===== config.mk =====
export PLATFORM = sky130hd
export DESIGN_NAME = mshb_core
export DESIGN_NICKNAME = d
export VERILOG_FILES = /design/src/pkg/mshb_pkg.sv /design/src/rtl/mshb_core.sv
export VERILOG_INCLUDE_DIRS = /design/src /design/src/pkg
export SDC_FILE = /design/constraint.sdc
export NUM_CORES = 1
export LEC_CHECK = 0
export ABC_AREA = 1
export BUFFER_PORTS_ARGS = -buffer_cell sky130_fd_sc_hd__buf_2
export CAP_MARGIN = 0
export CORE_UTILIZATION = 50
export CTS_BUF_LIST = sky130_fd_sc_hd__clkbuf_8 sky130_fd_sc_hd__clkbuf_16
export CTS_CLUSTER_DIAMETER = 30
export DETAILED_ROUTE_END_ITERATION = 6
export MAX_ROUTING_LAYER = met4
export PLACE_DENSITY_LB_ADDON = 0.25
export SYNTH_ARGS = -nofsm -noshare
export SYNTH_HDL_FRONTEND = slang
export SYNTH_SLANG_ARGS = --single-unit

===== constraint.sdc =====
create_clock -name mclk -period 5.4 [get_ports mclk]
set_clock_uncertainty 0.05 [all_clocks]
set_input_delay 0.27 -clock mclk [delete_from_list [all_inputs] [get_ports mclk]]
set_output_delay 0.27 -clock mclk [all_outputs]
set_load 0.02 [all_outputs]

===== src/pkg/mshb_defs.svh =====
// Constants for the microsequencer and host bus interface
`ifndef MSHB_DEFS_SVH
`define MSHB_DEFS_SVH
`define MSHB_MI_COND_BIT 27
`define MSHB_MI_POL_BIT 26
`define MSHB_MI_DBT_BIT 25
`define MSHB_MI_TSEL_LO 28
`define MSHB_MI_OP_LO 0
`define MSHB_MI_LIT_BIT 24
`define MSHB_INT_BASE 10'h0300
`define MSHB_PIO_BASE 10'h03f0
`define MSHB_ST_PASS 5'h00
`define MSHB_ST_PUP 5'h18
`define MSHB_ST_RFS 5'h10
`define MSHB_ST_STEPS 3
`define MSHB_PC_RESET 10'h0000
`endif


===== src/pkg/mshb_pkg.sv =====
// Types for the microsequencer and host bus interface
`default_nettype none
package mshb_pkg;
  typedef enum logic [3:0] {
    MSHB_OP_JZ = 4'h0, MSHB_OP_CJS = 4'h1, MSHB_OP_JMAP = 4'h2,
    MSHB_OP_CJP = 4'h3, MSHB_OP_PUSH = 4'h4, MSHB_OP_JSRP = 4'h5,
    MSHB_OP_CJV = 4'h6, MSHB_OP_JRP = 4'h7, MSHB_OP_RFCT = 4'h8,
    MSHB_OP_RPCT = 4'h9, MSHB_OP_CRTN = 4'ha, MSHB_OP_CJPP = 4'hb,
    MSHB_OP_LDCT = 4'hc, MSHB_OP_LOOP = 4'hd, MSHB_OP_CONT = 4'he,
    MSHB_OP_TWB = 4'hf
  } mshb_op_t;
  typedef enum logic [5:0] {
    MSHB_BS_IDLE = 6'b000001, MSHB_BS_WAIT = 6'b000010,
    MSHB_BS_ADDR = 6'b000100, MSHB_BS_DATA = 6'b001000,
    MSHB_BS_RDWT = 6'b010000, MSHB_BS_DONE = 6'b100000
  } mshb_bus_t;
endpackage : mshb_pkg
`default_nettype wire


===== src/rtl/mshb_core.sv =====
// Microprogram address selection and host bus sequencer
// Summary of operation
// - Address from sequencer, I/O vector or file
// - Sequencer sources: direct, counter, stack, register
// - Opcode shares literal bits; literal allows continue/return
// - Bit 27 conditional, bit 26 test sense
// - Bit 25 picks bus bit; 28-31 select
// - Five interrupts, 8-bit vectors, range 300-3FF
// - Programmed-I/O entries only 3F0 to 3FF
// - Address detect interrupts when enabled and prioritised
// - Four programmable 8-bit vector file entries
// - Receive latches transparent, address watched continuously
// - Driver register loaded from internal data bus
// - Addressed on sync edge: bank7, A04, switches
// - A01-A03 pick register, A00 picks byte
// - Reads taken before deselect vector 3F8-3FF; writes and late reads 3F0-3F7
// - Byte writes gate clock of addressed byte
// - DMA request and direction are firmware latches
// - Grant taken, bus mastered, address interrupt raised
// - Write: load data, clear request, cycle ends
// - Read: interrupt on data, clear ends operation
// - Host interrupt only with command enable set
// - Interrupt latch acquires bus, vector, then clear
// - Self-test codes shown on LEDs, 00 passes
`include "mshb_defs.svh"
`timescale 1ns/1ns
`default_nettype none
module mshb_core
  import mshb_pkg::*;
(
  // Clock and reset
  input wire logic mclk,
  input wire logic reset,
  // Microinstruction and sequencer inputs
  input wire logic [31:0] microinstruction_bit,
  input wire logic [15:0] internal_data_bus,
  input wire logic [15:0] cond_codes,
  input wire logic uint_enable,
  input wire logic [3:0] uint_src_req,
  // Firmware controls
  input wire logic vfile_we,
  input wire logic [1:0] vfile_sel,
  input wire logic drv_load,
  input wire logic dma_req_set,
  input wire logic dma_req_clr,
  input wire logic dir_set,
  input wire logic dir_clr,
  input wire logic irq_set,
  input wire logic irq_clr,
  input wire logic cmd_int_enable,
  input wire logic [7:0] addr_switch,
  input wire logic [4:0] selftest_code,
  input wire logic selftest_load,
  // Host bus pins
  input wire logic [15:0] bus_dal_in,
  input wire logic bus_sync,
  input wire logic bus_din,
  input wire logic bus_dout,
  input wire logic bus_bs7,
  input wire logic bus_wtbt,
  input wire logic bus_dma_grant,
  input wire logic bus_iak,
  input wire logic bus_reply_in,
  output logic [15:0] bus_dal_out,
  output logic bus_dal_oe,
  output logic bus_dma_req,
  output logic bus_irq,
  output logic bus_sack,
  output logic bus_sync_out,
  output logic bus_wtbt_out,
  // Internal results
  output logic [9:0] uaddr,
  output logic [15:0] rx_data,
  output logic [1:0] byte_clk_en,
  output logic transfer_direction_latch,
  output logic [4:0] led_code
);
  // ==========================================
  // Pin synchronisers
  logic [15:0] dal_s1_reg, dal_s2_reg;
  logic [8:0] ctl_s1_reg, ctl_s2_reg;
  always_ff @(posedge mclk or posedge reset) begin
    if (reset) begin
      dal_s1_reg <= 16'h0000;
      dal_s2_reg <= 16'h0000;
      ctl_s1_reg <= 9'h000;
      ctl_s2_reg <= 9'h000;
    end else begin
      dal_s1_reg <= bus_dal_in;
      dal_s2_reg <= dal_s1_reg;
      ctl_s1_reg <= {bus_reply_in, bus_iak, bus_dma_grant, bus_wtbt,
                     bus_bs7, bus_dout, bus_din, bus_sync, 1'b0};
      ctl_s2_reg <= ctl_s1_reg;
    end
  end
  wire sync_s = ctl_s2_reg[1];
  wire din_s = ctl_s2_reg[2];
  wire dout_s = ctl_s2_reg[3];
  wire bs7_s = ctl_s2_reg[4];
  wire wtbt_s = ctl_s2_reg[5];
  wire grant_s = ctl_s2_reg[6];
  wire iak_s = ctl_s2_reg[7];
  wire reply_s = ctl_s2_reg[8];
  // ==========================================
  // Address recognition
  logic sync_d_reg, sel_reg, sel_dir_reg;
  logic [2:0] sel_regno_reg;
  logic sel_byte_reg, pio_pend_reg;
  // One interrupt per selected bus cycle
  logic pio_seen_reg;
  wire sync_rise = sync_s & ~sync_d_reg;
  wire addr_hit = sync_rise & bs7_s & dal_s2_reg[4] &
                  (dal_s2_reg[12:5] == addr_switch);
  assign rx_data = dal_s2_reg;
  // Priority grant and address mux
  wire boundary = 1'b1;
  wire pio_take = pio_pend_reg & uint_enable & boundary;
  // Sequencer interrupt sources: bus events plus external sources
  logic bs_int_reg;
  wire [3:0] int_req = {uint_src_req[3:1], uint_src_req[0] | bs_int_reg};
  logic [3:0] vf_take;
  logic [7:0] vfile [0:3];
  wire [9:0] pio_vec = `MSHB_PIO_BASE |
                       {6'h00, sel_dir_reg, sel_regno_reg};
  logic [9:0] vf_vec;
  logic vf_any;
  always_comb begin
    vf_take = 4'h0;
    vf_vec = `MSHB_INT_BASE;
    vf_any = 1'b0;
    for (int i = 0; i < 4; i++) begin
      if (!vf_any && !pio_pend_reg && uint_enable && int_req[i]) begin
        vf_take[i] = 1'b1;
        vf_vec = `MSHB_INT_BASE | {2'b00, vfile[i]};
        vf_any = 1'b1;
      end
    end
  end
  // ==========================================
  // Sequencer
  logic [9:0] upc_reg, rc_reg;
  logic [9:0] stack [0:4];
  logic [2:0] sp_reg;
  wire [3:0] opcode = microinstruction_bit[3:0];
  wire lit_on = microinstruction_bit[`MSHB_MI_LIT_BIT];
  wire [9:0] dfield = microinstruction_bit[13:4];
  wire [3:0] tsel = microinstruction_bit[31:28];
  wire test_raw = microinstruction_bit[`MSHB_MI_DBT_BIT] ?
                  internal_data_bus[tsel] : cond_codes[tsel];
  wire test_ok = ~microinstruction_bit[`MSHB_MI_COND_BIT] |
                 (test_raw ^ microinstruction_bit[`MSHB_MI_POL_BIT]);
  wire [3:0] op_eff = (lit_on && opcode != MSHB_OP_CRTN) ?
                      MSHB_OP_CONT : opcode;
  wire [9:0] tos = stack[sp_reg == 3'd0 ? 3'd0 : sp_reg - 3'd1];
  logic [9:0] seq_addr;
  always_comb begin
    unique case (op_eff)
      MSHB_OP_JZ: seq_addr = 10'h000;
      MSHB_OP_CJS, MSHB_OP_CJP, MSHB_OP_JMAP, MSHB_OP_CJV:
        seq_addr = test_ok ? dfield : upc_reg;
      MSHB_OP_JSRP, MSHB_OP_JRP: seq_addr = test_ok ? dfield : rc_reg;
      MSHB_OP_CRTN, MSHB_OP_RFCT, MSHB_OP_LOOP:
        seq_addr = (op_eff == MSHB_OP_CRTN ? test_ok :
                    (op_eff == MSHB_OP_LOOP ? ~test_ok : rc_reg != 0))
                   ? tos : upc_reg;
      MSHB_OP_RPCT: seq_addr = (rc_reg != 0) ? dfield : upc_reg;
      MSHB_OP_TWB: seq_addr = test_ok ? upc_reg : tos;
      default: seq_addr = upc_reg;
    endcase
  end
  wire [9:0] addr_next = pio_take ? pio_vec :
                         (vf_any ? vf_vec : seq_addr);
  wire push = (op_eff == MSHB_OP_PUSH) || (op_eff == MSHB_OP_CJS && test_ok);
  wire pop = (op_eff == MSHB_OP_CRTN && test_ok) ||
             (op_eff == MSHB_OP_LOOP && test_ok);
  always_ff @(posedge mclk or posedge reset) begin
    if (reset) begin
      upc_reg <= `MSHB_PC_RESET;
      rc_reg <= 10'h000;
      sp_reg <= 3'd0;
      uaddr <= `MSHB_PC_RESET;
    end else begin
      uaddr <= addr_next;
      upc_reg <= addr_next + 10'h001;
      if (op_eff == MSHB_OP_LDCT || (op_eff == MSHB_OP_PUSH && test_ok))
        rc_reg <= dfield;
      else if ((op_eff == MSHB_OP_RFCT || op_eff == MSHB_OP_RPCT) &&
               rc_reg != 0)
        rc_reg <= rc_reg - 10'h001;
      if (push && sp_reg != 3'd5) sp_reg <= sp_reg + 3'd1;
      else if (pop && sp_reg != 3'd0) sp_reg <= sp_reg - 3'd1;
    end
  end
  always_ff @(posedge mclk) begin
    if (push && sp_reg != 3'd5) stack[sp_reg] <= upc_reg;
    if (vfile_we) vfile[vfile_sel] <= internal_data_bus[7:0];
  end
  // ==========================================
  // Firmware latches and bus sequencer
  logic dma_request_latch_reg, irqr_reg;
  logic [15:0] drv_reg;
  mshb_bus_t bs_reg, bs_next;
  always_ff @(posedge mclk or posedge reset) begin
    if (reset) begin
      sync_d_reg <= 1'b0;
      sel_reg <= 1'b0;
      sel_dir_reg <= 1'b0;
      sel_regno_reg <= 3'd0;
      sel_byte_reg <= 1'b0;
      pio_pend_reg <= 1'b0;
      pio_seen_reg <= 1'b0;
      dma_request_latch_reg <= 1'b0;
      irqr_reg <= 1'b0;
      transfer_direction_latch <= 1'b0;
      drv_reg <= 16'h0000;
    end else begin
      sync_d_reg <= sync_s;
      if (addr_hit) begin
        sel_regno_reg <= dal_s2_reg[3:1];
        sel_byte_reg <= dal_s2_reg[0];
        sel_reg <= 1'b1;
      end else if (!sync_s) sel_reg <= 1'b0;
      if (sel_reg && (din_s || dout_s) && !pio_seen_reg) begin
        pio_pend_reg <= 1'b1;
        pio_seen_reg <= 1'b1;
        sel_dir_reg <= din_s;
      end else if (pio_take) pio_pend_reg <= 1'b0;
      if (!sel_reg) begin
        sel_dir_reg <= 1'b0;
        pio_seen_reg <= 1'b0;
      end
      if (dma_req_set) dma_request_latch_reg <= 1'b1;
      else if (dma_req_clr) dma_request_latch_reg <= 1'b0;
      if (dir_set) transfer_direction_latch <= 1'b1;
      else if (dir_clr) transfer_direction_latch <= 1'b0;
      if (irq_set && cmd_int_enable) irqr_reg <= 1'b1;
      else if (irq_clr) irqr_reg <= 1'b0;
      if (drv_load) drv_reg <= internal_data_bus;
    end
  end
  always_comb begin
    bs_next = bs_reg;
    unique case (bs_reg)
      MSHB_BS_IDLE: if (dma_request_latch_reg || irqr_reg) bs_next = MSHB_BS_WAIT;
      MSHB_BS_WAIT: if (grant_s || iak_s) bs_next = MSHB_BS_ADDR;
      MSHB_BS_ADDR: if (drv_load) bs_next = dma_request_latch_reg && !irqr_reg &&
                          !transfer_direction_latch ?
                          MSHB_BS_RDWT : MSHB_BS_DATA;
      MSHB_BS_RDWT: if (reply_s) bs_next = MSHB_BS_DATA;
      MSHB_BS_DATA: if (!dma_request_latch_reg && !irqr_reg) bs_next = MSHB_BS_DONE;
      MSHB_BS_DONE: bs_next = MSHB_BS_IDLE;
    endcase
  end
  always_ff @(posedge mclk or posedge reset) begin
    if (reset) begin
      bs_reg <= MSHB_BS_IDLE;
      bs_int_reg <= 1'b0;
      bus_dal_out <= 16'h0000;
      bus_dal_oe <= 1'b0;
      bus_dma_req <= 1'b0;
      bus_irq <= 1'b0;
      bus_sack <= 1'b0;
      bus_sync_out <= 1'b0;
      bus_wtbt_out <= 1'b0;
      byte_clk_en <= 2'b00;
      led_code <= `MSHB_ST_PUP;
    end else begin
      bs_reg <= bs_next;
      bs_int_reg <= (bs_reg == MSHB_BS_WAIT && bs_next == MSHB_BS_ADDR) ||
                    (bs_reg == MSHB_BS_RDWT && reply_s);
      bus_dal_out <= drv_reg;
      bus_dal_oe <= (bs_reg != MSHB_BS_IDLE && bs_reg != MSHB_BS_WAIT &&
                     bs_reg != MSHB_BS_RDWT) || (sel_reg && din_s);
      bus_dma_req <= dma_request_latch_reg && bs_reg == MSHB_BS_WAIT;
      bus_irq <= irqr_reg && bs_reg == MSHB_BS_WAIT;
      bus_sack <= bs_reg != MSHB_BS_IDLE && bs_reg != MSHB_BS_WAIT;
      bus_sync_out <= bs_reg == MSHB_BS_DATA || bs_reg == MSHB_BS_RDWT;
      bus_wtbt_out <= transfer_direction_latch;
      byte_clk_en <= (sel_reg && dout_s) ? (wtbt_s ?
                     (sel_byte_reg ? 2'b10 : 2'b01) : 2'b11) : 2'b00;
      if (selftest_load) led_code <= selftest_code;
    end
  end
  // ==========================================
  // Checks
  chk_vec_range: assert property (@(posedge mclk) disable iff (reset)
    $past(pio_take) |-> uaddr[9:4] == 6'h3f)
    else $error("Programmed I/O vector out of range");
  chk_vf_range: assert property (@(posedge mclk) disable iff (reset)
    ($past(vf_any) && !$past(pio_take)) |-> uaddr[9:8] == 2'b11)
    else $error("Vector file entry out of range");
  chk_irq_gate: assert property (@(posedge mclk) disable iff (reset)
    (irq_set && !cmd_int_enable && !irqr_reg) |=> !irqr_reg)
    else $error("Interrupt latched without enable");
  chk_dma_latch: assert property (@(posedge mclk) disable iff (reset)
    dma_req_set |=> dma_request_latch_reg)
    else $error("DMA request latch not set");
  chk_dma_grant: assert property (@(posedge mclk) disable iff (reset)
    (bs_reg == MSHB_BS_WAIT && grant_s) |=> bs_int_reg)
    else $error("No interrupt after grant");
  chk_dma_end: assert property (@(posedge mclk) disable iff (reset)
    (bs_reg == MSHB_BS_DATA && !dma_request_latch_reg && !irqr_reg) |=>
    bs_reg == MSHB_BS_DONE ##1 bs_reg == MSHB_BS_IDLE)
    else $error("Bus cycle not finished after clear");
  chk_pio_prio: assert property (@(posedge mclk) disable iff (reset)
    (pio_pend_reg && uint_enable) |=> uaddr[9:4] == 6'h3f)
    else $error("Address interrupt lost priority");
  chk_cond_sense: assert property (@(posedge mclk) disable iff (reset)
    (!microinstruction_bit[27] && !lit_on && opcode == MSHB_OP_CJP &&
     !pio_take && !vf_any) |=> uaddr == $past(dfield))
    else $error("Unconditional jump not taken");
  // Sequencer checks
  chk_lit_cont: assert property (
    @(posedge mclk) disable iff (reset)
    (lit_on && opcode != MSHB_OP_CRTN && !pio_take && !vf_any) |=>
    uaddr == $past(upc_reg))
    else $error("Literal word did not continue");
  chk_data_bus_bit_test: assert property (
    @(posedge mclk) disable iff (reset)
    (microinstruction_bit[27] && microinstruction_bit[25] &&
     !microinstruction_bit[26] && !lit_on && opcode == MSHB_OP_CJP &&
     internal_data_bus[tsel] && !pio_take && !vf_any) |=>
    uaddr == $past(dfield))
    else $error("Bus bit test branch not taken");
  chk_stack_bound: assert property (
    @(posedge mclk) disable iff (reset)
    sp_reg <= 3'd5)
    else $error("Stack pointer out of range");
  // Interrupt vector and address match checks
  chk_pio_dir: assert property (
    @(posedge mclk) disable iff (reset)
    (pio_take && sel_dir_reg) |=> uaddr[3])
    else $error("Read access vectored to write entry");
  chk_addr_sel: assert property (
    @(posedge mclk) disable iff (reset)
    addr_hit |=> sel_reg)
    else $error("Address match not selected");
  chk_vf_first: assert property (
    @(posedge mclk) disable iff (reset)
    (uint_enable && !pio_pend_reg && int_req[0]) |=>
    uaddr == {2'b11, $past(vfile[0])})
    else $error("Highest source not served first");
  chk_one_src: assert property (
    @(posedge mclk) disable iff (reset)
    $onehot0(vf_take))
    else $error("Two vector sources served at once");
  // Host bus and self-test display checks
  chk_drv_out: assert property (
    @(posedge mclk) disable iff (reset)
    drv_load |=> ##1 bus_dal_out == $past(internal_data_bus, 2))
    else $error("Driver register not on bus");
  chk_iak_int: assert property (
    @(posedge mclk) disable iff (reset)
    (bs_reg == MSHB_BS_WAIT && iak_s) |=> bs_int_reg)
    else $error("No interrupt after acknowledge");
  chk_reply_int: assert property (
    @(posedge mclk) disable iff (reset)
    (bs_reg == MSHB_BS_RDWT && reply_s) |=>
    (bs_int_reg && bs_reg == MSHB_BS_DATA))
    else $error("No interrupt after memory reply");
  chk_byte_gate: assert property (
    @(posedge mclk) disable iff (reset)
    byte_clk_en != 2'b00 |-> $past(sel_reg && dout_s))
    else $error("Byte clock without host write");
  chk_irq_out: assert property (
    @(posedge mclk) disable iff (reset)
    bus_irq |-> $past(irqr_reg))
    else $error("Bus interrupt without latch");
  chk_dma_out: assert property (
    @(posedge mclk) disable iff (reset)
    bus_dma_req |-> $past(dma_request_latch_reg))
    else $error("Bus DMA request without latch");
  chk_wtbt_out: assert property (
    @(posedge mclk) disable iff (reset)
    bus_wtbt_out == $past(transfer_direction_latch))
    else $error("Write byte pin does not follow latch");
  chk_dir_set: assert property (
    @(posedge mclk) disable iff (reset)
    dir_set |=> transfer_direction_latch)
    else $error("Direction latch not set");
  chk_led_load: assert property (
    @(posedge mclk) disable iff (reset)
    selftest_load |=> led_code == $past(selftest_code))
    else $error("Self-test code not shown");
endmodule : mshb_core
`default_nettype wire


* Word level (Yosys, flattened, before mapping)
Memories as Yosys holds them, arrays and structs flattened. Cells that the tools add are included.
Cells by class: $add $sub $neg 4, $lt $le $gt $ge 1, equality and inequality tests 28, multiplexer cells 57, bitwise operators 11, reduce and logical (&&, ||, !) cells 64
Operators by type and width (number):
- $mux W10 | 10
- $pmux W10 S6 | 1
- $pmux W6 S6 | 1
- $logic_and A1 B1 Y1 | 33
- $mux W6 | 5
- $mux W1 | 27
- $eq A4 B4 Y1 const B | 6
- $mux W8 | 3
- $eq A4 B3 Y1 const B | 4
- $eq A6 B3 Y1 const B | 2
- $reduce_bool A2 Y1 | 6
- $add A10 B1 Y10 const B | 1
- $logic_or A1 B1 Y1 | 10
- $reduce_bool A10 Y1 | 1
- $sub A10 B1 Y10 const B | 1
- $mux W3 | 3
- $bmux W1 S4 | 2
- $eq A4 B2 Y1 const B | 2
- $eq A8 B8 Y1 | 1
- $logic_not A1 Y1 | 8
- $eq A6 B1 Y1 const B | 1
- $eq A6 B2 Y1 const B | 1
- $eq A6 B4 Y1 const B | 1
- $eq A6 B5 Y1 const B | 1
- 24 further kinds | 34
Storage, ports and cells: flip-flop bits (word level) 145, bits in writable memories 82, input bits 120, output and inout port bits 56, logic and storage cells 197, memories 2
Memory list:
- stack | depth 5, width 10, read ports 1, clocked after Yosys merged registers in 0, wr ports 1, line mshb_core.sv:142 | logic [9:0] stack [0:4];
- vfile | depth 4, width 8, read ports 4, clocked after Yosys merged registers in 0, wr ports 1, line mshb_core.sv:122 | logic [7:0] vfile [0:3];

* Longest topological paths before layout
word-level depth 22, gate-level depth with buffers 26, mapped depth without buffers 24

* Worst setup path before layout
No wires, ideal clock.
path kind register to register, start point register sp_reg[0], end point register upc_reg[8], setup time 0.121 ns, arrival 2.913 ns, required time 5.229 ns, setup slack 2.316 ns, cell stages (with the launch flop) 18, buffers on the path 1, period minus slack after synthesis 3.084 ns, path through dfrtp_1 -> clkinv_1 -> ha_1 -> a21oi_1 -> inv_1 -> buf_2 -> a32o_1 -> nand2_1 -> o21ai_0 -> nand3b_1 -> nand3_1 -> nand2_1 -> inv_1 -> ha_1 -> nand2_2 -> nor2_4 -> nand2_1 -> xor2_1
Between the ends: word-level cells in the longest chain between the ends 8, elaborated cells on any way between the ends 10
RTL lines:
- start, declared | line mshb_core.sv:143 | logic [2:0] sp_reg;
- start signal, assigned | line mshb_core.sv:190 | if (push && sp_reg != 3'd5) sp_reg <= sp_reg + 3'd1;
- start signal, assigned | line mshb_core.sv:191 | else if (pop && sp_reg != 3'd0) sp_reg <= sp_reg - 3'd1;
- $sub A3 B1 Y3 or $logic_not A3 Y1 (tied branches) | line mshb_core.sv:154 | wire [9:0] tos = stack[sp_reg == 3'd0 ? 3'd0 : sp_reg - 3'd1];
- $mux W3 * | line mshb_core.sv:154
- $mem_v2 Z5 W10 *
- $mux W10 (on tied branches) | line mshb_core.sv:167, mshb_core.sv:165
- $pmux W10 S6 * | line mshb_core.sv:157 | unique case (op_eff)
- $mux W10 * | line mshb_core.sv:172 | (vf_any ? vf_vec : seq_addr);
- $mux W10 * | line mshb_core.sv:171 | wire [9:0] addr_next = pio_take ? pio_vec :
- named net addr_next[0] | line mshb_core.sv:171
- $add A10 B1 Y10 * | line mshb_core.sv:184 | upc_reg <= addr_next + 10'h001;
- end signal, assigned | line mshb_core.sv:178 | upc_reg <= `MSHB_PC_RESET;
- end signal, assigned | line mshb_core.sv:184
- end, declared | line mshb_core.sv:141 | logic [9:0] upc_reg, rc_reg;
Mark *: on every way through the listed nets, which the timed path passes. The rest lies on a longest branch. A chain may end at the register's enable or synchronous reset.

* Worst setup path after layout
Same ends and word-level chain as after synthesis.

==> impl_metrics.env <==
export IMPL_ant_nets=0
export IMPL_holdWs_ps=51.28
export IMPL_start_kind="register"
export IMPL_fmaxAchievable_mhz=259.1
export IMPL_async_flop_share_pct=63.88
export IMPL_slowest_stage="inv_1"
export IMPL_period_share_pct=71.46
export IMPL_setup_tns_ps=0
export IMPL_critPathKind="register to register"
export IMPL_place_congestion=0.9255
export IMPL_hold_path_class="input port to register"
export IMPL_syn_to_final_growth_pct=31.99
export IMPL_synth_seq_area_share_pct=61.49
export IMPL_worst_endpoint_arrival_ps=4200
export IMPL_wire_per_inst_um=16.35
export IMPL_holdPathEnd="led_code[3]"
export IMPL_grt_pass1_vias=8003
export IMPL_worstHoldStart="selftest_load"
export IMPL_clk_latency_ps=520
export IMPL_cpMostUsedCell="nand2_1"
export IMPL_initial_utilization_pct=50.92
export IMPL_ir_drop_uv=364.5
export IMPL_status="complete, no violations"
export IMPL_p_leak_nw=6.032
export IMPL_synth_edf_count=82
export IMPL_power_density_nw_per_um2=481.6
export IMPL_r2r_cells=19
export IMPL_finalHoldViolations=0
export IMPL_max_stage_delay_ps=430
export IMPL_synth_cells=962
export IMPL_io_buffers=165
export IMPL_largest_register_ffs=50
export IMPL_ys_flop_type="dfrtp_1"
export IMPL_viasPerCell=5.224
export IMPL_num_io_pins=176
export IMPL_grt_pass1_wl_mm=39.39
export IMPL_cts_tree="done"
export IMPL_synth_area_um2=9911
export IMPL_drc_errors=0
export IMPL_overflow=0
export IMPL_synth_top_cell_area_share_pct=35.85
export IMPL_yosys_top_cells_area="dfrtp_1 36%, edfxtp_1 25%, nand2_1 8.4%"
export IMPL_register_area_um2=6095
export IMPL_first_iter_violations=500
export IMPL_ys_top_cells_by_count="223 x nand2_1, 142 x dfrtp_1, 105 x inv_1"
export IMPL_h_tree_depth=2
export IMPL_diodes=0
export IMPL_cts_made_buffers=42
export IMPL_cap_violations=0
export IMPL_dr_pass1_iters=5
export IMPL_antenna_found_initial=0
export IMPL_drive_above_1_share_pct=25.20
export IMPL_top_regs="stack: 50 flops, vfile: 32 flops"
export IMPL_yosysUniqueCellTypes=50
export IMPL_max_flop_register="stack"
export IMPL_cp_num_buf_inv=4
export IMPL_multiInputGateArea_um2=3297
export IMPL_fin_crit_ps=3859
export IMPL_synth_seq_cells=227
export IMPL_whs_path_depth=2
export IMPL_tightest_slew_ps=1164
export IMPL_die_w_um=142.8
export IMPL_path_cells="clkinv_1 -> ha_1 -> nand2_1 -> nand2_1 -> buf_4 -> inv_1 -> nand2_1 -> a32o_1 -> nand2_1 -> o21ai_0 -> nand3b_1 -> nand3_1 -> nand2_1 -> inv_1 -> ha_1 -> nand2_2 -> nor2_4 -> nand2_1 -> xor2_1"
export IMPL_postCtsSetupRepairBufs=0
export IMPL_setup_viol=0
export IMPL_synth_net_count=1088
export IMPL_nFillCells=1440
export IMPL_vias=7915
export IMPL_die_h_um=142.8
export IMPL_rsz0062_at_grt="false"
export IMPL_hpwl_mm=16.21
export IMPL_slew_headroom_pct=21.82
export IMPL_core_area_um2=19460
export IMPL_yosysTopAreaCell="dfrtp_1"
export IMPL_slew_violations=0
export IMPL_clock_path_buffers=3
export IMPL_clkTransAtPathRegs_ps=60
export IMPL_dieArea_um2=20390
export IMPL_r2r_end="upc_reg[8]"
export IMPL_crit_path_max_fanout=21
export IMPL_cts_num_sinks=227
export IMPL_required_ps=5740
export IMPL_grt_usage_pct=25.96
export IMPL_avgSynthCellArea_um2=10.30
export IMPL_root_buffer="clkbuf_16"
export IMPL_yosysWarnings=0
export IMPL_worstSetupEndpointType="register"
export IMPL_final_nets=1344
export IMPL_std_cell_rows=51
export IMPL_r2r_slack_ps=1540
export IMPL_grt_max_degree=92
export IMPL_timing_rr_start="sp_reg[0]"
export IMPL_routed_wl_mm=24.77
export IMPL_cp_top_family="buffers and inverters"
export IMPL_yosysMostFrequentCell="nand2_1"
-- area by class of cell --
class	count	area share (%)
well taps	265	2.535
repair buffers	230	11.19
clock inverters	32	2.802
clock buffers	44	8.417
inverters	111	3.262
multi-input cells	606	25.20
flip-flops and latches	227	46.59
-- power by group --
part	total, mW	switching, mW	internal [mW]
clock network	2.68	0.865	1.81
logic	1.43	0.948	0.480
registers	2.19	0.171	2.02
-- what timing repair did --
action,4_1_cts,5_1_grt
hold endpoints to repair,166,0
setup endpoints to repair,0,0
hold buffers,60,0
gates resized for setup,0,0
-- worst max path at each step --
stage | from | endpoint | slack [ps] | cells past startpoint
floorplan | reset | bs_int_reg | 1190 | 1
global placement | sp_reg[0] | upc_reg[8] | 1590 | 16
detailed placement | sp_reg[0] | upc_reg[8] | 1560 | 19
CTS | sp_reg[0] | upc_reg[8] | 1530 | 16
global route | sp_reg[0] | upc_reg[8] | 1220 | 19
finish | sp_reg[0] | upc_reg[8] | 1540 | 19
-- cells by family after synthesis --
kind of cell | after synthesis | synth area share, %
multiplexers | 25 | 2.841
buffers and inverters | 129 | 5.391
AO/OA/AOI/OAI | 121 | 7.689
adder cells (fa/ha/maj) | 6 | 0.7575
XOR/XNOR | 16 | 1.414
AND/OR/NAND/NOR | 438 | 20.41
flip-flops | 227 | 61.49
-- cells in the final DEF, fill, tap and decap left out, types with 18 or more instances in the layout --
master / count
nand3_1: 91
inv_1: 110
buf_2: 165
dlygate4sd3_1: 60
dfrtp_1: 142
clkbuf_16: 44
nand4_1: 18
nand2_1: 223
mux2_2: 25
a21oi_1: 30
o21ai_0: 33
edfxtp_1: 82
nor2_1: 45
-- worst reg2reg max path: cells and delay by family, from the launching register on --
| kind | cells | cell delay, ps |
|---|---|---|
| XOR/XNOR | 1 | 130 |
| AO/OA/AOI/OAI | 2 | 410 |
| buffers and inverters | 4 | 1150 |
| flip-flops | 1 | 410 |
| adder cells (fa/ha/maj) | 2 | 570 |
| AND/OR/NAND/NOR | 10 | 1020 |
-- routing by layer --
layer  track usage, %  vias to the layer above  part of all wire (%)
met5                -                        -                     0
met4            8.885                        0                   2.3
met3            5.298                       45                   5.6
met2            44.32                      270                    52
met1            30.60                     3798                    40
li1                 -                     3802                     -
-- stage by stage --
stage          util, %  instance area (um2)  total power, mW  instances  worst slack (ps)
6_report         67.21                13080            6.300       1515              1541
5_1_grt          67.21                13080            6.615       1515              1221
4_1_cts          67.21                13080            6.332       1515              1528
3_5_place_dp     56.59                11010            3.599       1379              1555
3_3_place_gp     56.59                11010            3.570       1379              1592
2_1_floorplan        -                 9911            3.147        962              1190
Power figures use the tool's default switching activity.
